--- src/rtl/psic_pkg.sv ---
// Purpose: constants for the phy status summary and interrupt control block
// Assumes: avalon-mm word addressing, 16-bit registers in the low half of a 32-bit word
// Notes: register indices are printed offsets; byte address is four times the index
// Functional notes
// - jabber summary bit 5 reports jabber only at 10 Mb/s.
// - summary jabber mirrors basic mode status jabber; summary read never clears it.
// - summary bit 4 shows auto-negotiation complete.
// - summary bit 3 shows loopback enabled.
// - summary bit 2 shows resolved duplex, 1 full, 0 half.
// - summary bit 1 shows resolved speed, 1 for 10, 0 for 100.
// - summary bit 0 mirrors link status; summary read never clears it.
// - interrupt control bits 15:3 ignore writes, read zero.
// - test interrupt force bit 2 raises an interrupt regardless of events.
// - forced interrupt holds while the bit stays set, stops when cleared.
// - global enable bit 1 gates all event interrupts.
// - bit 0 makes the shared pin an interrupt output, else power-down input.
// - sources: link quality, energy detect, link, speed, duplex, autoneg done, counters half full.
// - event status bits set on events even when not enabled.
// - reading event status clears pending bits and the pending interrupt.
// - summary bit 7 shows an internal interrupt pending.
package psic_pkg;
    localparam int ADDR_W = 8;
    localparam logic [ADDR_W-1:0] IDX_SUMMARY = 8'h10;
    localparam logic [ADDR_W-1:0] IDX_INT_CTRL = 8'h11;
    localparam logic [ADDR_W-1:0] IDX_EVENT = 8'h12;
    localparam int NUM_EVT = 8;
    // event bit positions in the event register upper byte
    localparam int EVT_LQ = 7;
    localparam int EVT_ED = 6;
    localparam int EVT_LINK = 5;
    localparam int EVT_SPD = 4;
    localparam int EVT_DUP = 3;
    localparam int EVT_ANC = 2;
    localparam int EVT_FHF = 1;
    localparam int EVT_RHF = 0;
    // summary field positions
    localparam int SUM_IRQ = 7;
    localparam int SUM_JAB = 5;
    localparam int SUM_ANC = 4;
    localparam int SUM_LPBK = 3;
    localparam int SUM_DUP = 2;
    localparam int SUM_SPD = 1;
    localparam int SUM_LINK = 0;
    // interrupt control fields
    localparam int CTL_TEST_INTERRUPT_FORCE = 2;
    localparam int CTL_GEN = 1;
    localparam int CTL_OE = 0;
    localparam logic [2:0] CTL_RESET = 3'h0;
    localparam logic [NUM_EVT-1:0] EVT_RESET = 8'h00;
    localparam logic [31:0] UNMAPPED_DATA = 32'h0000_0000;
    typedef enum logic [1:0] {
        PSIC_IDLE = 2'b00,
        PSIC_DONE = 2'b01
    } psic_bus_e;
endpackage : psic_pkg

--- src/rtl/psic_evt_if.sv ---
// Purpose: carries event inputs, enables and pending state between main and latch module
// Assumes: single clock domain
// Notes: none
`timescale 1ns/100ps
`default_nettype none
interface psic_evt_if;
    import psic_pkg::*;
    logic [NUM_EVT-1:0] evt;
    logic [NUM_EVT-1:0] en;
    logic clr;
    logic [NUM_EVT-1:0] pend;
    logic any_en;
    modport owner (output evt, output en, output clr, input pend, input any_en);
    modport latch (input evt, input en, input clr, output pend, output any_en);
endinterface : psic_evt_if
`default_nettype wire

--- src/rtl/psic_evt_latch.sv ---
// Purpose: sticky event status bits, cleared by a read of the event register
// Assumes: event inputs are one-cycle pulses synchronous to clk_i
// Notes: an event in the clearing cycle survives the clear
`timescale 1ns/100ps
`default_nettype none
module psic_evt_latch (
    input wire logic clk_i,
    input wire logic resetn_i,
    psic_evt_if.latch ev
);
    import psic_pkg::*;
    logic [NUM_EVT-1:0] pend_r;
    logic [NUM_EVT-1:0] pend_nxt;
    // set wins over clear-on-read
    assign pend_nxt = (ev.clr ? EVT_RESET : pend_r) | ev.evt;
    always_ff @(posedge clk_i or negedge resetn_i) begin
        if (!resetn_i) begin
            pend_r <= EVT_RESET;
        end else begin
            pend_r <= pend_nxt;
        end
    end
    assign ev.pend = pend_r;
    assign ev.any_en = |(pend_r & ev.en);
    chk_evt_sticky: assert property (@(posedge clk_i) disable iff (!resetn_i)
        (ev.evt != EVT_RESET) |=> ((pend_r & $past(ev.evt)) == $past(ev.evt)))
        else $error("event not latched");
    chk_clear_on_read: assert property (@(posedge clk_i) disable iff (!resetn_i)
        (ev.clr && ev.evt == EVT_RESET) |=> pend_r == EVT_RESET)
        else $error("pending not cleared by read");
endmodule : psic_evt_latch
`default_nettype wire

--- src/rtl/psic_top.sv ---
// Purpose: phy status summary, interrupt control and event status registers on avalon-mm
// Assumes: status inputs are levels, event inputs one-cycle pulses, all synchronous to clk_i
// Notes: every access answers after one wait cycle; outputs come from flip-flops except avs_waitrequest_o, decoded from read, write and bus state
//
// Design decision made here: the Avalon-MM register port.
`timescale 1ns/100ps
`default_nettype none
module psic_top (
    input wire logic clk_i,
    input wire logic resetn_i,
    input wire logic [psic_pkg::ADDR_W-1:0] avs_address_i,
    input wire logic avs_read_i,
    input wire logic avs_write_i,
    input wire logic [31:0] avs_writedata_i,
    input wire logic [3:0] avs_byteenable_i,
    output logic [31:0] avs_readdata_o,
    output logic avs_waitrequest_o,
    input wire logic jabber_i,
    input wire logic autoneg_done_i,
    input wire logic loopback_i,
    input wire logic full_duplex_i,
    input wire logic speed_10_i,
    input wire logic link_up_i,
    input wire logic [psic_pkg::NUM_EVT-1:0] event_i,
    input wire logic powerdown_or_irq_pin_i,
    output logic powerdown_or_irq_pin_o,
    output logic powerdown_or_irq_pin_oen_o,
    output logic powerdown_req_o
);
    import psic_pkg::*;

    psic_evt_if ev ();
    psic_bus_e bus_r;
    psic_bus_e bus_nxt;
    logic [2:0] ctl_r;
    logic [NUM_EVT-1:0] en_r;
    logic [31:0] rdata_r;
    logic irq_r;
    logic oen_r;
    logic pd_r;

    // bus decode: each request waits one cycle, then completes
    wire req_w = (avs_read_i | avs_write_i) & (bus_r == PSIC_IDLE);
    wire hit_sum = avs_address_i == IDX_SUMMARY;
    wire hit_ctl = avs_address_i == IDX_INT_CTRL;
    wire hit_evt = avs_address_i == IDX_EVENT;
    wire wr_lo = avs_write_i & req_w & avs_byteenable_i[0];
    wire wr_ctl = wr_lo & hit_ctl;
    wire wr_evt = wr_lo & hit_evt;
    wire rd_evt = avs_read_i & req_w & hit_evt;
    assign bus_nxt = req_w ? PSIC_DONE : PSIC_IDLE;

    // status summary assembled from live inputs; reads never disturb them
    wire jab_10 = jabber_i & speed_10_i;
    wire irq_pend = ctl_r[CTL_TEST_INTERRUPT_FORCE] | (ev.pend != EVT_RESET);
    wire [15:0] sum_w = {8'h00, irq_pend, 1'b0, jab_10, autoneg_done_i,
        loopback_i, full_duplex_i, speed_10_i, link_up_i};
    wire [15:0] ctl_w = {13'h0000, ctl_r};
    wire [15:0] evt_w = {ev.pend, en_r};
    wire [31:0] rd_mux = hit_sum ? {16'h0000, sum_w} :
        hit_ctl ? {16'h0000, ctl_w} :
        hit_evt ? {16'h0000, evt_w} : UNMAPPED_DATA;

    // interrupt output, only while bit 0 enables the pin: test force, or global enable with any enabled pending event
    wire irq_nxt = ctl_r[CTL_OE] & (ctl_r[CTL_TEST_INTERRUPT_FORCE] | (ctl_r[CTL_GEN] & ev.any_en));

    assign ev.evt = event_i;
    assign ev.en = en_r;
    assign ev.clr = rd_evt;

    psic_evt_latch u_latch (
        .clk_i(clk_i),
        .resetn_i(resetn_i),
        .ev(ev)
    );

    // bus state and read data
    always_ff @(posedge clk_i or negedge resetn_i) begin
        if (!resetn_i) begin
            bus_r <= PSIC_IDLE;
            rdata_r <= UNMAPPED_DATA;
        end else begin
            bus_r <= bus_nxt;
            if (avs_read_i & req_w) begin
                rdata_r <= rd_mux;
            end
        end
    end

    // control and enable registers
    always_ff @(posedge clk_i or negedge resetn_i) begin
        if (!resetn_i) begin
            ctl_r <= CTL_RESET;
            en_r <= EVT_RESET;
        end else begin
            if (wr_ctl) begin
                ctl_r <= avs_writedata_i[2:0];
            end
            if (wr_evt) begin
                en_r <= avs_writedata_i[NUM_EVT-1:0];
            end
        end
    end

    // shared pin: driven low-active irq when output enabled, else sampled power-down
    always_ff @(posedge clk_i or negedge resetn_i) begin
        if (!resetn_i) begin
            irq_r <= 1'b0;
            oen_r <= 1'b1;
            pd_r <= 1'b0;
        end else begin
            irq_r <= irq_nxt;
            oen_r <= ~ctl_r[CTL_OE];
            pd_r <= ~ctl_r[CTL_OE] & ~powerdown_or_irq_pin_i;
        end
    end

    assign avs_waitrequest_o = (avs_read_i | avs_write_i) & (bus_r == PSIC_IDLE);
    assign avs_readdata_o = rdata_r;
    assign powerdown_or_irq_pin_o = ~irq_r;
    assign powerdown_or_irq_pin_oen_o = oen_r;
    assign powerdown_req_o = pd_r;

    chk_test_interrupt_force_forces: assert property (@(posedge clk_i) disable iff (!resetn_i)
        (ctl_r[CTL_TEST_INTERRUPT_FORCE] && ctl_r[CTL_OE]) |=> !powerdown_or_irq_pin_o)
        else $error("test force did not assert irq");
    chk_gen_gates: assert property (@(posedge clk_i) disable iff (!resetn_i)
        (!ctl_r[CTL_TEST_INTERRUPT_FORCE] && !ctl_r[CTL_GEN]) |=> powerdown_or_irq_pin_o)
        else $error("irq without enable");
    chk_pin_dir: assert property (@(posedge clk_i) disable iff (!resetn_i)
        $rose(ctl_r[CTL_OE]) |=> !powerdown_or_irq_pin_oen_o)
        else $error("pin not turned to output");
    chk_ctl_rsvd: assert property (@(posedge clk_i) disable iff (!resetn_i)
        (bus_r == PSIC_DONE && $past(avs_read_i && hit_ctl)) |-> rdata_r[31:3] == 29'h0)
        else $error("reserved control bits nonzero");
    chk_jab_speed: assert property (@(posedge clk_i) disable iff (!resetn_i)
        (avs_read_i && req_w && hit_sum && !speed_10_i) |=> !rdata_r[SUM_JAB])
        else $error("jabber shown at 100");
    chk_link_mirror: assert property (@(posedge clk_i) disable iff (!resetn_i)
        (avs_read_i && req_w && hit_sum) |=> rdata_r[SUM_LINK] == $past(link_up_i))
        else $error("link bit mismatch");
    chk_sum_fields: assert property (@(posedge clk_i) disable iff (!resetn_i)
        (avs_read_i && req_w && hit_sum) |=> rdata_r[4:1] == $past({autoneg_done_i, loopback_i,
        full_duplex_i, speed_10_i}))
        else $error("summary fields mismatch");
    chk_pend_flag: assert property (@(posedge clk_i) disable iff (!resetn_i)
        (avs_read_i && req_w && hit_sum && ev.pend != EVT_RESET) |=> rdata_r[SUM_IRQ])
        else $error("pending flag missing");
endmodule : psic_top
`default_nettype wire

--- config.mk ---
export PLATFORM = sky130hd
export DESIGN_NAME = psic_top
export DESIGN_NICKNAME = d
export VERILOG_FILES = /design/src/rtl/psic_pkg.sv /design/src/rtl/psic_evt_if.sv /design/src/rtl/psic_evt_latch.sv /design/src/rtl/psic_top.sv
export SDC_FILE = /design/constraint.sdc
export NUM_CORES = 1
export LEC_CHECK = 0
export ABC_CLOCK_PERIOD_IN_PS = 1620
export CORE_UTILIZATION = 40
export CTS_CLUSTER_SIZE = 30
export DETAILED_ROUTE_END_ITERATION = 10
export DONT_BUFFER_PORTS = 1
export PLACE_DENSITY = 0.59
export SLEW_MARGIN = 5
export SYNTH_ARGS = -nofsm -noshare
export SYNTH_HDL_FRONTEND = slang
export SYNTH_HIERARCHICAL = 1
export SYNTH_SLANG_ARGS = --single-unit
--- constraint.sdc ---
create_clock -name clk_i -period 1.62 [get_ports clk_i]
set_input_delay 0.243 -clock clk_i [delete_from_list [all_inputs] [get_ports clk_i]]
set_output_delay 0.243 -clock clk_i [all_outputs]
set_load 0.05 [all_outputs]
# Yosys cells after proc, flatten, opt, wreduce, memory -nomap -nowiden
# Index checks and enable logic that the tools add are counted.
[totals]
memories = 0
inputBits = 63
elab_cells = 38
mem_bits_ro = 0
register_bits = 55
mem_bits_rw = 0
latch_bits = 0
[classes]
n_mux = 5
n_addsub = 0
shifts = 0
n_mul = 0
reduce_logical = 3
bitwise = 19
div_mod_pow = 0
n_lt_le_gt_ge = 0
n_eq_ne = 3
[op_table]
columns = ["op", "n"]
rows = [
  ["two-way mux 16 bit", 3],
  ["== test 8 x 5 -> 1 bit, second input constant", 3],
  ["bitwise AND 1 bit", 11],
  ["bitwise AND 8 bit", 1],
  ["two-way mux 8 bit", 1],
  ["OR 8 bit", 1],
  ["nonzero test 8 bit", 1],
  ["OR reduction 8 bit", 1],
  ["NOT 1 bit", 3],
  ["OR 1 bit", 3],
  ["zero test 2 bit", 1],
  ["two-way mux 1 bit", 1],
]

# Logic depth before layout (Yosys ltp)
[depth]
ltp_word = 6
mapped_depth = 6
ltp_nobuf = 5

# Modules after synthesis
# Netlist, hierarchy kept.
[modules_own_cells]
columns = ["mod", "area_each_um2", "seq_area_each_um2", "cells_each", "n_inst"]
rows = [
  ["psic_top", 1498.9, 777.0, 143, 1],
  ["psic_evt_latch", 301.5, 200.2, 22, 1],
]

# Worst setup path after synthesis
# Ideal clock, no wire load.
[synth_timing]
path_kind = "reg-to-reg"
startpoint = "reg u_latch.pend_r[2] (netlist: u_latch/ev.pend[2])"
endpoint = "reg rdata_r[7] (netlist: avs_readdata_o[7])"
required_ns = 1.491
stages_incl_launch_ff = 4
setup_slack_ns = 0.147
synth_period_minus_slack_ns = 1.473
t_arrival_ns = 1.345
cell_sequence = "dfrtp_1 -> or4_2 -> nor4_1 -> o31ai_1"
[synth_between]
elab_chain_cells = 3
[synth_lines]
columns = ["item", "line_no", "rtl"]
rows = [
  ["start, declared", "psic_evt_latch.sv:12", "logic [NUM_EVT-1:0] pend_r;"],
  ["start signal, assigned", "psic_evt_latch.sv:20", "pend_r <= pend_nxt;"],
  ["nonzero test 8 bit", "psic_top.sv:55", "wire irq_pend = ctl_r[CTL_TEST_INTERRUPT_FORCE] | (ev.pend != EVT_RESET);"],
  ["OR 1 bit", "psic_top.sv:55", ""],
  ["two-way mux 16 bit", "psic_top.sv:60", "wire [31:0] rd_mux = hit_sum ? {16'h0000, sum_w} :"],
  ["end signal, assigned", "psic_top.sv:85", "rdata_r <= rd_mux;"],
  ["end, declared", "psic_top.sv:37", "logic [31:0] rdata_r;"],
]
# No other way between the ends.
# A chain may end at the register's enable or synchronous reset.

# Final worst setup path
# Ends and elaborated chain as after synthesis.

==> impl_metrics.toml <==
[logic_synthesis]
synth_top_area_share_pct = 52.8
synthArstFlopShare_pct = 100
synth_edf_count = 0
yosys.cell_count.top_type = "dfrtp_1"
yosys_warnings = 6
yosysTopAreaCell = "dfrtp_1"
yosys.cell_types.count = 34
synthTopCellsByCount = "dfrtp_1 (38), nand2_1 (26), buf_4 (17)"
synth_area_um2 = 1800
ys_ff_latch = 39
ys_top_cells_by_area = "dfrtp_1 (53%), mux2_2 (7.5%), buf_4 (7.1%)"
synth_flop_cell = "dfrtp_1"
syn_area_per_cell_um2 = 10.9
syn_inst = 165
synth-seq-area-share_pct = 54.3

[grt]
antenna_found_initial = 0
gr-total-overflow = 0
grt_pass1_wl_um = 6020
grt_use_total_pct = 16.0
grt_max_degree = 40
grt_pass1_vias = 1254

[cts]
cts_buffer_depth = 2
cts_tree = "done"
clk_pin_slew_ns = 0.07
worstSkewPairLatency_ns = 0.28
clkSinkCount = 39
ctsRootBufferMaster = "clkbuf_8"
cts-buffers-inserted = 5
cts_max_level = 2

[hold_path]
hold_path.startpoint = "event_i[3]"
hold_class = "primary input to flop"

[setup_path]
cp-startpoint = "u_latch/ev.pend[2]$_DFF_PN0_"
regToRegSetupSlack_ns = 0.06
crit-reg2reg-launch = "u_latch/ev.pend[2]$_DFF_PN0_"
crit_required_ns = 1.78
crit_path_end = "avs_readdata_o[7]$_DFFE_PN0P_"
path_max_fanout = 2
critPathLaunchType = "flop"
r2r_cells = 3
crit_arrival_ns = 1.72
timing.rr.end = "avs_readdata_o[7]$_DFFE_PN0P_"
end_kind = "flop"
critPathKind = "flop to flop"

[power_and_ir_drop]
p_leak_nw = 0.889
p_sw_share_pct = 26.2
p_sw_w = 0.000472
p_int_w = 0.00133
comb_power_share_pct = 10.5
ir_worst_vdd_uv = 502
power_w = 0.00180
seqPwrFrac_pct = 55.9
pwr-share-clk_pct = 33.6
p_per_area_nw_per_um2 = 917

[cells_and_area]
multi_input_area_um2 = 717
nets = 241
final-seq-area_um2 = 977
fillers = 401
areaGrowthSynthToFinish_pct = 9.24
n_antenna_cell = 0
final_cells = 231
drive_gt1_share_pct = 19.6

[route]
routed_wl_um = 3540
drc = 0
viasPerCell = 5.20
drt_iter0_drc = 59
wl_per_cell_um = 15.3
dr.pass1.iters = 4
drtAntennaViolNets = 0
via_count = 1202

[timing]
slew_viol_final = 0
setup_viol = 0
fin_crit_sh_pct = 96.5
final.min_clock_period_ns = 1.56
rsz0062_at_grt = "false"
fin_tns_setup_ns = 0
finalHoldViolations = 0
max_freq_ghz = 0.640
skew_ns = 0.00520
hold_slack_ns = 0.0440

[status]
outcome = "finished clean"

[floorplan]
row_count = 24
fp.dieW_um = 69.1
dieArea_um2 = 4770
die_h_um = 69.1
initial_core_util_pct = 41.4
pin_count = 99
core_area_um2 = 4350

[place]
dp_hpwl_um = 2790
dp_cells = 220
port-buffer-count = 0
place_congestion = 0.798

[job]
maxCapViolations = 0
==> through the flow <==
step                area, um^2  util, %  setup WS [ns]
floorplan                 1860        -          0.147
global placement          1850     42.4         0.0576
CTS                       1970     45.2         0.0467
finish                    1970     45.2         0.0574
detailed placement        1850     42.4         0.0598
global route              1970     45.2       0.000441
==> critical path: stages (launching register included) <==
cell	delay, ns
dfrtp_1	0.37
or4_2	0.66
nor4_1	0.30
o31ai_1	0.11
==> cell type report <==
class	instances	share of cell area, %
Timing Repair Buffer	12	5.47
Inverter	5	0.954
Sequential cell	39	49.7
Clock buffer	7	3.88
Multi-Input combinational cell	115	36.5
Tap cell	52	3.31
Clock inverter	1	0.254
==> cell families after synthesis <==
group                  Yosys count  synth area share, %
AND/OR/NAND/NOR                 52                 16.1
flip-flops                      39                 54.3
other                            1                0.208
AO/OA/AOI/OAI                   33                 11.8
buffers and inverters           26                 9.03
multiplexers                    14                 8.62
==> how the worst min path moves through the flow <==
stage	to	slack [ns]	cells past startpoint
finish	u_latch/ev.pend[3]$_DFF_PN0_	0.04	1
global route	u_latch/ev.pend[6]$_DFF_PN0_	0.04	1
CTS	u_latch/ev.pend[3]$_DFF_PN0_	0.04	1
detailed placement	bus_r[0]$_DFF_PN0_	-0.05	0
global placement	bus_r[0]$_DFF_PN0_	-0.05	0
floorplan	avs_readdata_o[0]$_DFFE_PN0P_	-0.05	0
==> state kept, by name, indices dropped and copies added, names as in the netlist <==
name                        count
u_latch/ev.pend                 8
powerdown_or_irq_pin_oen_o      1
irq_r                           1
bus_r                           1
avs_readdata_o                 16
en_r                            8
powerdown_req_o                 1
ctl_r                           3
==> layer usage <==
layer	vias up	track usage (%)	part of all wire, %
met5	-	0	0
met4	0	6.80	2.0
met3	7	5.26	7.1
met2	49	26.5	50
met1	578	19.0	41
li1	568	-	-
==> cell usage in the layout (no fill, tap or decap), drive strengths merged, types with 3 or more instances in the layout <==
cell type / instances
a21o: 8
a22oi: 5
buf: 10
clkbuf: 7
conb: 16
dfrtp: 38
inv: 5
mux2: 12
nand2: 26
nand2b: 3
nand4: 3
nor2: 5
nor2b: 3
o21ai: 14
or4: 4
==> power by group through the flow <==
stage	Combinational, W	Sequential (W)	Clock (W)
after floorplan	0.000182	0.00102	0
after global placement	0.000161	0.00103	0
after detailed placement	0.000162	0.00103	0
after CTS	0.000191	0.00101	0.000624
after global routing	0.000205	0.00101	0.000666
final	0.000190	0.00101	0.000605
==> repair_timing <==
item | in CTS | in global routing
setup buffers | 0 | 0
hold buffers | 3 | 0
resized for setup | 0 | 0
endpoints found under the hold margin | 40 | 0
(Power assumes the default switching activity.)
